**src/tx_bitrate_seed_synth_defs.svh**
```systemverilog
`ifndef TX_BITRATE_SEED_SYNTH_DEFS_SVH
`define TX_BITRATE_SEED_SYNTH_DEFS_SVH

// Register indices; byte address on the bus is four times the index
`define IDX_CLOCK_SCALER        6'h06
`define IDX_BIT_RATE_DIVIDER    6'h07
`define IDX_SEQUENCE_SEED       6'h08
`define IDX_SYNTH_INTEGER_CH_A  6'h09
`define IDX_SYNTH_FRACTION_LOW  6'h0a
`define IDX_TX_CONTROL          6'h20
`define IDX_TX_STATUS           6'h21

// Field positions in the clock scaler register
`define POST_SEL_MSB            5
`define POST_SEL_LSB            4
`define PRE_SEL_MSB             3
`define PRE_SEL_LSB             1

// Field positions in the control register
`define CTRL_BEGIN_BIT          0
`define CTRL_STOP_BIT           1

// Reset values
`define RST_PRE_SEL             3'h4
`define RST_POST_SEL            2'h0
`define RST_BIT_RATE_DIVIDER    8'h80
`define RST_SEQUENCE_SEED       8'hab
`define RST_SYNTH_INTEGER       7'h40
`define RST_SYNTH_FRACTION_LOW  8'h00

// Feedback taps of the sequence generator, x^8 + x^6 + x^5 + x^4 + 1
`define SEQ_TAPS                8'hb8

`endif

```
**src/tx_bitrate_seed_synth_pkg.sv**
```systemverilog
`default_nettype none
package tx_bitrate_seed_synth_pkg;

    // Synthesizer channel A settings handed to the loop
    typedef struct packed {
        logic [6:0] integer_ratio;   // Multi-modulus integer offset
        logic [7:0] fraction_low;    // Fractional ratio bits 7..0
    } synth_cfg_t;

    // Scaler selections handed to the rate divider
    typedef struct packed {
        logic [2:0] pre_sel;         // Divide by 2**code, 1..128
        logic [1:0] post_sel;        // Divide by 2**code, 1..8
    } scaler_cfg_t;

    // Transmission state, one-hot
    typedef enum logic [1:0] {
        TX_IDLE   = 2'b01,
        TX_ACTIVE = 2'b10
    } tx_state_t;

    // Terminal count of a power-of-two divider: 2**code - 1
    function automatic logic [6:0] ratio_mask(input logic [2:0] code);
        ratio_mask = 7'h7f >> (3'h7 - code);
    endfunction

endpackage
`default_nettype wire

```
**src/tx_bitrate_seed_synth_regs.sv**
```systemverilog
`timescale 1ns/100ps
`default_nettype none
`include "tx_bitrate_seed_synth_defs.svh"

module tx_bitrate_seed_synth_regs #(
    parameter int SEED_WIDTH = 8
) (
    input  wire logic                                 clk_i,
    input  wire logic                                 rst_i,
    // Wishbone classic slave
    input  wire logic                                 cyc_i,
    input  wire logic                                 stb_i,
    input  wire logic                                 we_i,
    input  wire logic [7:2]                           adr_i,
    input  wire logic [31:0]                          dat_i,
    input  wire logic [3:0]                           sel_i,
    output logic [31:0]                               dat_o,
    output logic                                      ack_o,
    // Transmission begin from modulator logic, same clock
    input  wire logic                                 tx_begin_i,
    // Settings and timing toward the transmitter
    output tx_bitrate_seed_synth_pkg::synth_cfg_t     synth_cfg_o,
    output logic                                      symbol_tick_o,
    output logic                                      bit_clock_o,
    output logic                                      seq_bit_o,
    output logic [SEED_WIDTH-1:0]                     seq_state_o,
    output logic                                      tx_active_o
);
    ////////////////////////////////////////////////////////////////////////
    // Elaboration check: the feedback taps only serve eight bits
    generate
        if (SEED_WIDTH != 8) begin : g_bad_seed
            $error("tx_bitrate_seed_synth_regs: SEED_WIDTH must be 8");
        end
    endgenerate

    ////////////////////////////////////////////////////////////////////////
    // Register storage
    tx_bitrate_seed_synth_pkg::scaler_cfg_t scaler;       // Pre and post select
    logic [7:0]                             bit_rate_divider;   // Divider setting
    logic [SEED_WIDTH-1:0]                  sequence_seed;      // Start value
    logic [6:0]                             synth_integer_ch_a; // Integer offset
    logic [7:0]                             synth_fraction_ch_a_low; // Fraction low

    // Transmission state and sequence generator
    tx_bitrate_seed_synth_pkg::tx_state_t   tx_state;     // Idle or sending
    tx_bitrate_seed_synth_pkg::tx_state_t   next_tx_state;
    logic [SEED_WIDTH-1:0]                  seq_state;    // Generator shift state
    logic                                   begin_pulse;  // One-cycle start
    logic                                   stop_pulse;   // One-cycle stop

    // Divider chain results
    logic                                   bit_tick;     // One pulse per bit
    logic                                   bit_phase;    // Internal bit phase

    ////////////////////////////////////////////////////////////////////////
    // Bus decode
    // A request is served once: ack rises, then drops for one cycle
    wire logic req        = cyc_i & stb_i;
    wire logic lane0      = sel_i[0];
    // Write lands on the edge where the master sees ack high
    wire logic wr_commit  = req & we_i & ack_o & lane0;
    wire logic hit_scaler = adr_i == `IDX_CLOCK_SCALER;
    wire logic hit_div    = adr_i == `IDX_BIT_RATE_DIVIDER;
    wire logic hit_seed   = adr_i == `IDX_SEQUENCE_SEED;
    wire logic hit_int    = adr_i == `IDX_SYNTH_INTEGER_CH_A;
    wire logic hit_frac   = adr_i == `IDX_SYNTH_FRACTION_LOW;
    wire logic hit_ctrl   = adr_i == `IDX_TX_CONTROL;
    wire logic hit_status = adr_i == `IDX_TX_STATUS;

    // Control bits are commands only; they store nothing
    wire logic ctrl_begin = wr_commit & hit_ctrl & dat_i[`CTRL_BEGIN_BIT];
    wire logic ctrl_stop  = wr_commit & hit_ctrl & dat_i[`CTRL_STOP_BIT];

    // Status word: state and phase of the block itself
    wire logic [31:0] status_word = {14'h0000,
                                     seq_state,
                                     5'h00,
                                     bit_phase,
                                     tx_state == tx_bitrate_seed_synth_pkg::TX_ACTIVE,
                                     tx_state == tx_bitrate_seed_synth_pkg::TX_IDLE,
                                     2'h0};

    // Read selection; configuration registers are write-only and read zero
    wire logic [31:0] read_word = hit_status ? status_word : 32'h0000_0000;

    ////////////////////////////////////////////////////////////////////////
    // Acknowledge: one cycle after the request, low for a cycle after
    always_ff @(posedge clk_i) begin
        if (rst_i) begin
            ack_o <= 1'b0;
        end else begin
            // Dropping ack after one cycle blocks double commits
            ack_o <= req & ~ack_o;
        end
    end

    // Read data captured together with ack, held while ack is high
    always_ff @(posedge clk_i) begin
        if (rst_i) begin
            dat_o <= 32'h0000_0000;
        end else if (req && !ack_o) begin
            dat_o <= we_i ? 32'h0000_0000 : read_word;
        end
    end

    ////////////////////////////////////////////////////////////////////////
    // Clock scaler register: pre and post selections
    always_ff @(posedge clk_i) begin
        if (rst_i) begin
            scaler.pre_sel  <= `RST_PRE_SEL;
            scaler.post_sel <= `RST_POST_SEL;
        end else if (wr_commit && hit_scaler) begin
            scaler.pre_sel  <= dat_i[`PRE_SEL_MSB:`PRE_SEL_LSB];
            scaler.post_sel <= dat_i[`POST_SEL_MSB:`POST_SEL_LSB];
        end
    end

    // Bit-rate divider: all eight bits accepted, no range clipping
    always_ff @(posedge clk_i) begin
        if (rst_i) begin
            bit_rate_divider <= `RST_BIT_RATE_DIVIDER;
        end else if (wr_commit && hit_div) begin
            bit_rate_divider <= dat_i[7:0];
        end
    end

    // Sequence start value
    always_ff @(posedge clk_i) begin
        if (rst_i) begin
            sequence_seed <= `RST_SEQUENCE_SEED;
        end else if (wr_commit && hit_seed) begin
            sequence_seed <= dat_i[SEED_WIDTH-1:0];
        end
    end

    // Synthesizer integer offset; bit 7 of the write is dropped
    always_ff @(posedge clk_i) begin
        if (rst_i) begin
            synth_integer_ch_a <= `RST_SYNTH_INTEGER;
        end else if (wr_commit && hit_int) begin
            synth_integer_ch_a <= dat_i[6:0];
        end
    end

    // Synthesizer fraction, low byte
    always_ff @(posedge clk_i) begin
        if (rst_i) begin
            synth_fraction_ch_a_low <= `RST_SYNTH_FRACTION_LOW;
        end else if (wr_commit && hit_frac) begin
            synth_fraction_ch_a_low <= dat_i[7:0];
        end
    end

    // Settings leave straight from their flip-flops
    assign synth_cfg_o.integer_ratio = synth_integer_ch_a;
    assign synth_cfg_o.fraction_low  = synth_fraction_ch_a_low;

    ////////////////////////////////////////////////////////////////////////
    // Start and stop commands, registered to one clean pulse each
    always_ff @(posedge clk_i) begin
        if (rst_i) begin
            begin_pulse <= 1'b0;
            stop_pulse  <= 1'b0;
        end else begin
            begin_pulse <= ctrl_begin | tx_begin_i;
            // Begin in the same cycle beats stop
            stop_pulse  <= ctrl_stop & ~(ctrl_begin | tx_begin_i);
        end
    end

    // Transmission state: a begin while sending restarts the frame
    always_comb begin
        next_tx_state = tx_state;
        unique case (tx_state)
            tx_bitrate_seed_synth_pkg::TX_IDLE: begin
                if (begin_pulse) begin
                    next_tx_state = tx_bitrate_seed_synth_pkg::TX_ACTIVE;
                end
            end
            tx_bitrate_seed_synth_pkg::TX_ACTIVE: begin
                if (stop_pulse) begin
                    next_tx_state = tx_bitrate_seed_synth_pkg::TX_IDLE;
                end
            end
            default: begin
                // Illegal code recovers to idle
                next_tx_state = tx_bitrate_seed_synth_pkg::TX_IDLE;
            end
        endcase
    end

    // State register
    always_ff @(posedge clk_i) begin
        if (rst_i) begin
            tx_state <= tx_bitrate_seed_synth_pkg::TX_IDLE;
        end else begin
            tx_state <= next_tx_state;
        end
    end

    ////////////////////////////////////////////////////////////////////////
    // Rate chain: runs only while sending, restarts on every begin
    bit_rate_divider_chain #(
        .DIV_WIDTH (8)
    ) u_rate_chain (
        .clk_i     (clk_i),
        .rst_i     (rst_i),
        .run_i     (tx_state == tx_bitrate_seed_synth_pkg::TX_ACTIVE),
        .restart_i (begin_pulse),
        .scaler_i  (scaler),
        .divider_i (bit_rate_divider),
        .bit_tick_o(bit_tick),
        .phase_o   (bit_phase)
    );

    ////////////////////////////////////////////////////////////////////////
    // Sequence generator: Galois shift, one step per bit
    // Reload wins over a step in the same cycle, so a frame always
    // starts from the programmed value
    always_ff @(posedge clk_i) begin
        if (rst_i) begin
            seq_state <= `RST_SEQUENCE_SEED;
        end else if (begin_pulse) begin
            seq_state <= sequence_seed;
        end else if (bit_tick && tx_state == tx_bitrate_seed_synth_pkg::TX_ACTIVE) begin
            seq_state <= seq_state[0] ? ((seq_state >> 1) ^ `SEQ_TAPS)
                                      : (seq_state >> 1);
        end
    end

    // Timing and sequence outputs from flip-flops
    always_ff @(posedge clk_i) begin
        if (rst_i) begin
            symbol_tick_o <= 1'b0;
            bit_clock_o   <= 1'b0;
            seq_bit_o     <= 1'b0;
            tx_active_o   <= 1'b0;
        end else begin
            symbol_tick_o <= bit_tick;
            bit_clock_o   <= bit_phase;
            seq_bit_o     <= seq_state[0];
            tx_active_o   <= tx_state == tx_bitrate_seed_synth_pkg::TX_ACTIVE;
        end
    end

    // Generator state is a flip-flop already
    assign seq_state_o = seq_state;

endmodule // tx_bitrate_seed_synth_regs
`default_nettype wire

```
**src/bit_rate_divider_chain.sv**
```systemverilog
`timescale 1ns/100ps
`default_nettype none
// Pre-scaler, programmable bit-rate counter and post-scaler in one chain.
module bit_rate_divider_chain #(
    parameter int DIV_WIDTH = 8
) (
    input  wire logic                                 clk_i,
    input  wire logic                                 rst_i,
    input  wire logic                                 run_i,
    input  wire logic                                 restart_i,
    input  wire tx_bitrate_seed_synth_pkg::scaler_cfg_t scaler_i,
    input  wire logic [DIV_WIDTH-1:0]                 divider_i,
    output logic                                      bit_tick_o,
    output logic                                      phase_o
);
    ////////////////////////////////////////////////////////////////////////
    // Elaboration check
    generate
        if (DIV_WIDTH < 1 || DIV_WIDTH > 16) begin : g_bad_width
            $error("bit_rate_divider_chain: DIV_WIDTH must be 1..16");
        end
    endgenerate

    ////////////////////////////////////////////////////////////////////////
    // Counters
    logic [6:0]           pre_cnt;     // Crystal cycles inside one pre tick
    logic [DIV_WIDTH-1:0] bit_cnt;     // Pre ticks inside one half period
    logic [2:0]           post_cnt;    // Full periods inside one bit
    logic                 phase;       // Internal bit-clock phase

    // Decodes
    wire logic [6:0] pre_mask   = tx_bitrate_seed_synth_pkg::ratio_mask(scaler_i.pre_sel);
    wire logic [6:0] post_wide  = tx_bitrate_seed_synth_pkg::ratio_mask({1'b0, scaler_i.post_sel});
    wire logic [2:0] post_mask  = post_wide[2:0];
    wire logic       pre_tick   = run_i & (pre_cnt >= pre_mask);
    // Greater-or-equal so that a smaller divider written mid-count still wraps
    wire logic       bit_wrap   = pre_tick & (bit_cnt >= divider_i);
    wire logic       period_end = bit_wrap & phase;
    wire logic       post_done  = period_end & (post_cnt >= post_mask);
    wire logic       clear      = rst_i | restart_i | ~run_i;

    // Pre-scaler: divide crystal clock by 2**pre_sel
    always_ff @(posedge clk_i) begin
        if (clear || pre_tick) begin
            pre_cnt <= 7'h00;
        end else begin
            pre_cnt <= pre_cnt + 7'h01;
        end
    end

    // Counter 0..divider, then wrap and toggle phase: factor two
    always_ff @(posedge clk_i) begin
        if (clear) begin
            bit_cnt <= '0;
            phase   <= 1'b0;
        end else if (bit_wrap) begin
            bit_cnt <= '0;
            phase   <= ~phase;
        end else if (pre_tick) begin
            bit_cnt <= bit_cnt + 1'b1;
        end
    end

    // Post-scaler: count full phase periods
    always_ff @(posedge clk_i) begin
        if (clear || post_done) begin
            post_cnt <= 3'h0;
        end else if (period_end) begin
            post_cnt <= post_cnt + 3'h1;
        end
    end

    // Registered outputs
    always_ff @(posedge clk_i) begin
        if (clear) begin
            bit_tick_o <= 1'b0;
            phase_o    <= 1'b0;
        end else begin
            bit_tick_o <= post_done;
            phase_o    <= phase;
        end
    end

endmodule // bit_rate_divider_chain
`default_nettype wire

```
**config.mk**
```make
export PLATFORM = sky130hd
export DESIGN_NAME = tx_bitrate_seed_synth_regs
export DESIGN_NICKNAME = d
export VERILOG_FILES = /design/src/tx_bitrate_seed_synth_pkg.sv /design/src/tx_bitrate_seed_synth_regs.sv /design/src/bit_rate_divider_chain.sv
export VERILOG_INCLUDE_DIRS = /design/src
export SDC_FILE = /design/constraint.sdc
export NUM_CORES = 1
export LEC_CHECK = 0
export BUFFER_PORTS_ARGS = -buffer_cell sky130_fd_sc_hd__buf_2
export CAP_MARGIN = 15
export CORE_MARGIN = 2
export CORE_UTILIZATION = 30
export CTS_BUF_LIST = sky130_fd_sc_hd__clkbuf_16
export CTS_CLUSTER_SIZE = 28
export DETAILED_ROUTE_END_ITERATION = 8
export REMOVE_ABC_BUFFERS = 1
export SETUP_SLACK_MARGIN = 0.05
export SYNTH_ARGS = -nofsm -noshare
export SYNTH_HDL_FRONTEND = slang
export SYNTH_SLANG_ARGS = --single-unit
export TNS_END_PERCENT = 1
```
**constraint.sdc**
```tcl
create_clock -name clk_i -period 2.77 [get_ports clk_i]
set_input_delay 0.554 -clock clk_i [delete_from_list [all_inputs] [get_ports clk_i]]
set_output_delay 0.554 -clock clk_i [all_outputs]
set_load 0.05 [all_outputs]
```
* Yosys cells after proc, flatten, opt, wreduce, memory -nomap -nowiden *
Cells that the tools add are included.

word-level totals
  bits in registers = 106
  output and inout port bits = 60

operators by class
  add/sub/neg operators = 5
  $lt $le $gt $ge = 3
  equal/unequal tests = 11
  shift-type cells = 2
  multiplexer cells = 8
  bitwise gates (word level) = 21
  reductions and logical operators = 13

operators with widths
  operator                                         number
  2-to-1 mux 18 bit                                2
  2-to-1 mux 8 bit                                 3
  == test 6 x 4 -> 1 bit, second input constant    3
  bitwise AND 1 bit                                13
  == test 6 x 3 -> 1 bit, second input constant    2
  == test 6 bit, second input constant             2
  adder 8 x 1 -> 8 bit, second input constant      1
  greater-or-equal comparator 8 bit                1
  adder 7 x 1 -> 7 bit, second input constant      1
  greater-or-equal comparator 7 bit                1
  logical AND 1 bit                                7
  >> shifter 7 x 3 -> 3 bit, first input constant  1
  >> shifter 7 x 3 -> 7 bit, first input constant  1
  2-to-1 mux 2 bit                                 2
  inequality test 2 bit, second input constant     2
  inverter 1 bit                                   4
  inverter 3 -> 4 bit                              1
  one-hot mux 2 bit (2 select lines)               1
  adder 3 x 1 -> 3 bit, second input constant      1
  greater-or-equal comparator 3 bit                1
  OR 1 bit                                         3
  subtractor 3 x 2 -> 3 bit, first input constant  1
  subtractor 3 bit, first input constant           1
  == test 2 x 1 -> 1 bit, second input constant    1
  6 further kinds                                  7

* Logic depth before layout (Yosys ltp) *
Gate-level depths: netlist of the first run.

  depth in word-level cells = 9
  depth in mapped cells = 8
  mapped depth without buffers = 7

* By module *
From an unflattened synthesis of the first run, not the netlist that was laid out.

unflattened totals
  cell total of the unflattened synthesis = 450
  area, all modules = 4307.9 µm²

modules (own cells, without submodules)
  module                      instances  cells each  area an instance (µm²)  seq. area each (µm²)
  tx_bitrate_seed_synth_regs  1          275         2876.5                  1281.2
  bit_rate_divider_chain      1          175         1431.4                  420.4

* Worst setup path after synthesis of the first run *
Ideal clock, no wire load.

  path kind = flip-flop to flip-flop
  from = register scaler[4] in the netlist's numbering
  to = register u_rate_chain.post_cnt[2]
  library setup time = 0.117 ns
  data arrival time = 2.283 ns
  slack = 0.369 ns
  stages on the path, launching flop included = 8
  period minus slack after synthesis = 2.401 ns
  cell sequence = dfxtp_1 or3_1 ha_1 nor2b_1 o21ai_0 a41oi_2 or4_1 a32o_1

between the ends
  word-level cells in the longest chain between the ends = 8

RTL lines
  item                                   line                              text
  start: declaration                     tx_bitrate_seed_synth_regs.sv:39  tx_bitrate_seed_synth_pkg::scaler_cfg_t scaler;
  subtractor 3 bit (*)                   tx_bitrate_seed_synth_pkg.sv:24   ratio_mask = 7'h7f >> (3'h7 - code);
  >> shifter 7 x 3 -> 7 bit (*)          tx_bitrate_seed_synth_pkg.sv:24
  greater-or-equal comparator 7 bit (*)  bit_rate_divider_chain.sv:35      wire logic pre_tick = run_i & (pre_cnt >= pre_mask);
  bitwise AND 1 bit (*)                  bit_rate_divider_chain.sv:35
  bitwise AND 1 bit (*)                  bit_rate_divider_chain.sv:37      wire logic bit_wrap = pre_tick & (bit_cnt >= divider_i);
  bitwise AND 1 bit (*)                  bit_rate_divider_chain.sv:38      wire logic period_end = bit_wrap & phase;
  bitwise AND 1 bit                      bit_rate_divider_chain.sv:39      wire logic post_done = period_end & (post_cnt >= post_mask);
  logical OR 1 bit                       bit_rate_divider_chain.sv:66      if (clear || post_done) begin
  end signal: assignment                 bit_rate_divider_chain.sv:69      post_cnt <= post_cnt + 3'h1;
  end: declaration                       bit_rate_divider_chain.sv:28      logic [2:0] post_cnt;

Mark *: on every way between the ends. The rest lies on a longest branch, timed or not.
A chain may end at the register's enable or synchronous reset.

* Worst setup path in the final report of the first run *
  from = register scaler[4] in the netlist's numbering
  to = register u_rate_chain.post_cnt[0]

Same word-level chain as after synthesis.

==> results of run 1 <==
## worst max-delay path by stage
stage / start / to / slack, ns / depth (start not counted)
2_1_floorplan: ack_o$_SDFF_PP0_ / synth_fraction_ch_a_low[0]$_SDFFE_PP0P_ / 0.18 / 5
4_1_cts: scaler[4]$_SDFFE_PP1P_ / u_rate_chain.post_cnt[2]$_SDFFE_PP0P_ / 0.23 / 7
3_5_place_dp: scaler[4]$_SDFFE_PP1P_ / u_rate_chain.post_cnt[1]$_SDFFE_PP0P_ / 0.30 / 8
6_report: scaler[4]$_SDFFE_PP1P_ / u_rate_chain.post_cnt[0]$_SDFFE_PP0P_ / 0.23 / 8
5_1_grt: scaler[4]$_SDFFE_PP1P_ / u_rate_chain.post_cnt[0]$_SDFFE_PP0P_ / 0.09 / 8
3_3_place_gp: scaler[4]$_SDFFE_PP1P_ / u_rate_chain.post_cnt[2]$_SDFFE_PP0P_ / 0.36 / 7
## synthesized netlist by cell type, types with 3 or more instances
library cell  number  area share (%)
a211o_1            9             1.9
a211oi_1           3            0.56
a21o_1             5            0.93
a21oi_1           11             1.4
a22o_1             9             1.9
and2_1             3            0.46
buf_1              3            0.28
buf_2              4            0.49
buf_4             22             4.1
clkbuf_1          13             1.2
dfxtp_1           85              42
ha_1              21             6.5
inv_1             16             1.5
mux2_2             3            0.83
mux2i_1           33             8.1
nand2_1           32             3.0
nand2b_1           5            0.77
nand3_1            8            0.99
nand4_1           11             1.7
nor2_1            45             4.2
nor2b_1           16             2.5
nor3_1            17             2.1
o211ai_1           4            0.74
o21ai_0            6            0.74
o22ai_1            3            0.46
or2_2              3            0.46
or3_1              4            0.62
xnor2_1            6             1.3
## layout make-up
| cell class | instances | share of cell area [%] |
|---|---|---|
| inverters | 16 | 1.26 |
| multi-input cells | 312 | 44.7 |
| clock buffers | 9 | 4.74 |
| flip-flops and latches | 85 | 35.8 |
| clock inverters | 7 | 1.21 |
| repair buffers | 68 | 7.63 |
| well taps | 176 | 4.63 |
## registers in the layout, summed over array words and instances, names as in the netlist, 2 cells and up
register,count
u_rate_chain.pre_cnt,7
bit_rate_divider,8
dat_o,11
tx_state,2
synth_fraction_ch_a_low,8
sequence_seed,8
seq_state_o,8
u_rate_chain.post_cnt,3
u_rate_chain.bit_cnt,8
synth_integer_ch_a,7
scaler,5
## cell usage in the layout, fill, tap and decap left out, drive strengths merged, types with 4 or more instances in the layout
cell,n
a21o,5
clkinv,5
xnor2,6
mux2i,33
nor4,4
ha,21
a21oi,11
o211ai,4
nand4,12
dfxtp,85
a211o,9
nor2b,16
nand3,8
nand2,32
nand2b,5
or3,5
a22o,9
nor3,18
clkbuf,9
buf,68
o21ai,6
nor2,46
conb,21
inv,17
## cell families after synthesis
family | after synthesis | share of synthesized area, %
compound gates | 62 | 11.5
other cells | 1 | 0.0924
xor+xnor | 8 | 1.73
buf+inv | 58 | 7.52
mux | 36 | 8.97
flops | 85 | 41.9
fa+ha+maj | 21 | 6.48
simple gates | 164 | 21.8
## routing by layer
metal  up-vias  routed length, um
met4         0                117
met1      1492               4170
met3        10                432
met2        66               4070
met5         -                  0
li1       1607                  -
## worst max-delay path, stage by stage, from the launching register on
cell and delay (ns):
dfxtp_1 0.37, or3_1 0.39, ha_1 0.28, nor2b_1 0.04
o21ai_0 0.30, a41oi_2 0.19, buf_4 0.20, nor3_1 0.46
mux2i_1 0.23
## stage by stage
| stage | util (%) | instances |
|---|---|---|
| floorplan | - | 413 |
| global placement | 33.8 | 657 |
| detailed placement | 33.8 | 657 |
| CTS | 35.9 | 673 |
| global route | 35.9 | 673 |
| finish | 35.9 | 673 |
## power breakdown
| group | leakage [nW] | total (mW) | internal (mW) | switching (mW) |
|---|---|---|---|---|
| registers | 0.686 | 1.24 | 1.23 | 0.00916 |
| clock network | 0.148 | 1.15 | 0.685 | 0.464 |
| logic | 1.10 | 0.148 | 0.0264 | 0.121 |
| total | 1.94 | 2.53 | 1.94 | 0.594 |
==> impl_metrics.csv, run 1 <==
group,metric,value,unit
flow_run,maxCapViolCount,0,
sta,hold_viol,0,
sta,finalMaxSlewViolations,0,
finish,nFillCells,1367,
global_routing,grt_max_degree,32,
sta,finalSetupViolCount,0,
floorplanning,rows,42,
global_routing,grt_pass1_wl,14300,um
global_routing,grt_busiest_layer,"met2",
floorplanning,fp.dieH,120,um
global_routing,grt_use_met1,16.2,%
route,vias_per_cell,4.72,
sta,grt_setup_unrepaired,"no",
setup_path,critPathKind,"reg2reg",
route,drc_errors,0,
cts,cts-root-buf,"clkbuf_16",
finish,stdcell_area,4750,um^2
finish,syn2layout_area_growth,17.1,%
sta,hold_ws,0.456,ns
placed_design,routabilityCongestion,0.791,
placed_design,hpwl,6500,um
sta,fin_tns_setup,0,ns
yosys,syn_area,4060,um^2
cts,postCtsHoldBufs,0,
sta,worst_pin_slew,0.809,ns
cts,cts_tree,"done",
placed_design,port_buffers,59,
min_path,hold_end,"begin_pulse$_SDFF_PP0_",
power,pwr_density_cell,533,nW/um^2
floorplanning,die-width,120,um
setup_path,crit_path_start_kind,"register",
finish,fin_nets,561,
setup_path,r2r-end,"u_rate_chain.post_cnt[0]$_SDFFE_PP0P_",
min_path,hold_depth,3,
yosys,yosysSeqAreaShare,41.9,%
status,status,"finished clean",
cts,cts_num_sinks,85,
setup_path,ff2ff_setup_slack,0.23,ns
floorplanning,core_area,13200,um^2
min_path,hp-start,"tx_begin_i",
yosys,synth_area_per_cell,9.33,um^2
cts,clock_path_buffers,2,
setup_path,crit_path_end_kind,"register",
power,cellLeakagePower,1.94,nW
power,max-vdd-ir-drop,0.305,mV
yosys,ys_seq_elements,85,
placed_design,pre_cts_ws,0.301,ns
sta,layout_setup_ws,0.225,ns
yosys,async_flop_share,0,%
global_routing,grt_use_met2,20.2,%
floorplanning,pin_count,108,
global_routing,grtUsageTotal,12.5,%
cts,cts_made_buffers,9,
global_routing,grt-ovfl-total,0,
floorplanning,dieArea,14500,um^2
cts,clk_pin_slew_worst_paths,0.06,ns
sta,relSlewSlack,45.8,%
yosys,synth_top_flop_cell,"dfxtp_1",
finish,diodes,0,
yosys,ys_types,52,
setup_path,r2r-start,"scaler[4]$_SDFFE_PP1P_",
finish,multi_input_comb_area,2130,um^2
route,wl_per_cell,13.1,um
route,drtIter0Drc,134,
route,ant_nets,0,
global_routing,first_global_vias,2924,
sta,timing.final.crit_period,2.54,ns
power,p_total,2.53,mW
global_routing,met3_usage,3.25,%
placed_design,dpl_cell_area,4470,um^2
setup_path,crit_fanout,8,
sta,fmax,393,MHz
route,vias,3175,
finish,regArea,1700,um^2
route,wl,8790,um
yosys,synth_warnings,0,
cts,ctsHtreeMaxLevel,3,
global_routing,antenna_found_initial,0,
yosys,syn_inst,435,
min_path,holdCritPathClass,"in2reg",
cts,ctsResizeCount,0,
floorplanning,initial_utilization,30.6,%
cts,cts_setup_buffers,0,
route,dr.pass1.iters,5,
cts,clk_latency,0.33,ns
setup_path,rr_worst_depth,8,
setup_path,critPathArrivalTime,2.81,ns
finish,drive_above_1_share,19.5,%
setup_path,critPathRequiredTime,3.03,ns
yosys,synth_edf_count,0,
sta,clock_skew,0.00312,ns
sta,post-route-period-util,91.9,%
(Power assumes the default switching activity.)
==> inputs of run 2 (changes only) <==
- CORE_MARGIN: 2 -> unset
- GPL_TIMING_DRIVEN: unset -> 0
- SYNTH_HIERARCHICAL: unset -> 1
==> impl_metrics.csv, run 2 <==
group,metric,value,unit
power,switchingPower,624,uW
yosys,synth_compound_area_share,7.06,%
yosys,async_flop_share,0,%
route,wl_per_cell,13.4,um
sta,post-route-period-util,92.8,%
cts,cts_tree,"done",
floorplanning,initial_utilization,30.9,%
yosys,synth_top_family_by_area,"simple AND/OR/NAND/NOR gates",
placed_design,port_buffers,59,
setup_path,crit_path_start_kind,"register",
sta,worst_pin_slew,1.06,ns
power,cellLeakagePower,2.15,nW
power,max-vdd-ir-drop,0.366,mV
status,status,"finished clean",
finish,diodes,0,
setup_path,crit_start,"scaler[4]$_SDFFE_PP1P_",
finish,regMostFlops,"dat_o",
route,drtIter0Drc,234,
yosys,yosys-top-cells-area,"dfxtp_1 (40%), mux2i_1 (10%), ha_1 (6.1%), buf_4 (5.9%), nand2b_1 (5.8%)",
placed_design,routabilityCongestion,0.829,
finish,syn2layout_area_growth,13.1,%
setup_path,rr_worst_depth,7,
route,ant_nets,0,
cts,cts_setup_buffers,0,
yosys,synth_top_flop_cell,"dfxtp_1",
route,drc_errors,0,
power,p_clk_share,45.0,%
global_routing,antenna_found_initial,0,
yosys,synthMuxAreaShare,10.5,%
yosys,ys_top_cells_by_count,"dfxtp_1 (85), mux2i_1 (43), nand2b_1 (40)",
floorplanning,rows,43,
route,wl,9060,um
cts,postCtsHoldBufs,0,
yosys,ys_types,54,
power,swShare,24.2,%
global_routing,first_global_vias,3121,
floorplanning,pin_count,108,
sta,finalMaxSlewViolations,0,
sta,clock_skew,0.00446,ns
yosys,synth_xor_xnor_area_share,1.63,%
placed_design,hpwl,6620,um
route,dr.pass1.iters,4,
setup_path,ff2ff_setup_slack,0.20,ns
floorplanning,die-width,122,um
yosys,synth-simple-area-share,25.9,%
setup_path,crit_path_end_kind,"register",
finish,final_common_cell,"dfxtp_1",
sta,relSlewSlack,29.6,%
sta,timing.final.crit_period,2.57,ns
finish,stdcell_area,4870,um^2
setup_path,critPathKind,"reg2reg",
flow_run,maxCapViolCount,0,
setup_path,endpoint,"u_rate_chain/post_cnt[2]$_SDFFE_PP0P_",
setup_path,critPathArrivalTime,2.81,ns
yosys,synth_top_cell_by_area,"dfxtp_1",
yosys,syn_inst,450,
cts,clk_latency,0.34,ns
global_routing,grt_max_degree,71,
cts,clock_path_buffers,2,
yosys,yosys.area_share.adder,6.10,%
finish,largest_reg_flops,11,
yosys,synth_warnings,6,
sta,finalSetupViolCount,0,
yosys,synth_edf_count,0,
yosys,syn_area,4310,um^2
power,p_seq_share,48.0,%
sta,hold_ws,0.408,ns
floorplanning,dieArea,14800,um^2
setup_path,crit_fanout,11,
setup_path,r2r-end,"u_rate_chain/post_cnt[2]$_SDFFE_PP0P_",
yosys,synth_top_cell_area_share,39.5,%
global_routing,grtUsageTotal,13.0,%
yosys,synth_area_per_cell,9.57,um^2
power,pwr_density_cell,529,nW/um^2
power,p_total,2.58,mW
finish,final_cell_mix,"dfxtp_1 (85), buf_2 (59), mux2i_1 (43), nand2b_1 (40), nor2_1 (27)",
global_routing,grt-ovfl-total,0,
finish,drive_above_1_share,17.3,%
sta,grt_setup_unrepaired,"yes",
min_path,holdCritPathClass,"in2reg",
cts,clk_pin_slew_worst_paths,0.06,ns
cts,cts_num_sinks,85,
floorplanning,core_area,13900,um^2
placed_design,dpl_cell_area,4570,um^2
yosys,yosysMostFrequentCell,"dfxtp_1",
cts,cts_made_buffers,9,
route,vias_per_cell,4.78,
yosys,ys_seq_elements,85,
power,combPwrFrac,7.0,%
sta,hold_viol,0,
yosys,yosysSeqAreaShare,39.5,%
floorplanning,fp.dieH,122,um
cts,ctsHtreeMaxLevel,3,
cts,cts-root-buf,"clkbuf_16",
sta,fmax,389,MHz
finish,fin_nets,561,
power,p_int,1.96,mW
route,vias,3233,
setup_path,r2r-start,"scaler[4]$_SDFFE_PP1P_",
setup_path,critPathRequiredTime,3.01,ns
min_path,hp-start,"tx_begin_i",
global_routing,grt_pass1_wl,15000,um
-- run 2: cell count changes in the layout (fill, tap and decap cells not counted), moves of 4 or more --
cell | before | now
a211o_1 | 9 | 0
o211ai_1 | 4 | 0
buf_4 | 9 | 1
nor2_1 | 45 | 27
nand2_1 | 32 | 19
mux2i_1 | 33 | 43
nand2b_1 | 5 | 40
nand3_1 | 8 | 19
nor3_1 | 17 | 9
nand4_1 | 11 | 20
-- run 2: worst min-delay path by stage --
stage	to	depth (start not counted)
final	stop_pulse$_SDFF_PP0_	2
after global routing	stop_pulse$_SDFF_PP0_	2
after detailed placement	seq_state_o[4]$_SDFFE_PP0P_	2
after global placement	u_rate_chain/pre_cnt[0]$_SDFF_PP0_	1
after floorplan	u_rate_chain/pre_cnt[0]$_SDFF_PP0_	1
after CTS	stop_pulse$_SDFF_PP0_	2
-- run 2: worst max-delay path, cell delays in order (launching register included) --
cell and delay [ns]:
dfxtp_1 0.37, or3_1 0.39, ha_1 0.28, nor2b_1 0.04
o21ai_1 0.26, a41oi_4 0.28, or4_1 0.58, a32o_1 0.26
-- run 2: per-stage QoR --
step / util (%) / worst slack, ns / instances / TNS, ns
floorplan: - / 0.296 / 421 / 0
detailed placement: 32.8 / -0.109 / 661 / -0.235
finish: 35.0 / 0.199 / 677 / 0
global route: 35.0 / 0.0195 / 677 / 0
CTS: 35.0 / 0.0789 / 677 / 0
global placement: 32.7 / -0.0252 / 660 / -0.0296
-- run 2: final cells by class --
cell class / count / area, um^2
Clock inverter: 7 / 58.8
Sequential cell: 85 / 1700
Multi-Input combinational cell: 321 / 2300
Tap cell: 180 / 225
Fill cell: 1428 / 9060
Timing Repair Buffer: 60 / 303
Clock buffer: 9 / 225
Inverter: 15 / 56.3
-- run 2: kinds of logic after synthesis --
family | Yosys count
AO/OA/AOI/OAI | 43
XOR/XNOR | 8
adder cells (fa/ha/maj) | 21
buffers and inverters | 64
flip-flops | 85
multiplexers | 45
other | 1
AND/OR/NAND/NOR | 183
-- run 2: timing repair --
| item | CTS | global route |
|---|---|---|
| endpoints found under the hold margin | 0 | 0 |
| endpoints found under the setup margin | 11 | 4 |
| resized for setup | 2 | 1 |
-- run 2: power groups by stage --
stage | clock [mW] | sequential [mW] | combinational [mW]
finish | 1.16 | 1.24 | 0.181
global route | 1.25 | 1.24 | 0.194
CTS | 1.19 | 1.24 | 0.181
detailed placement | 0 | 1.26 | 0.181
global placement | 0 | 1.26 | 0.179
floorplan | 0 | 1.28 | 0.109
-- run 2: routing by layer --
layer,up-vias,track usage [%],share of wire (%)
met5,-,0,0
met4,0,5.79,1.6
met3,9,3.46,4.9
met2,76,20.8,46
met1,1533,16.3,47
li1,1615,-,-
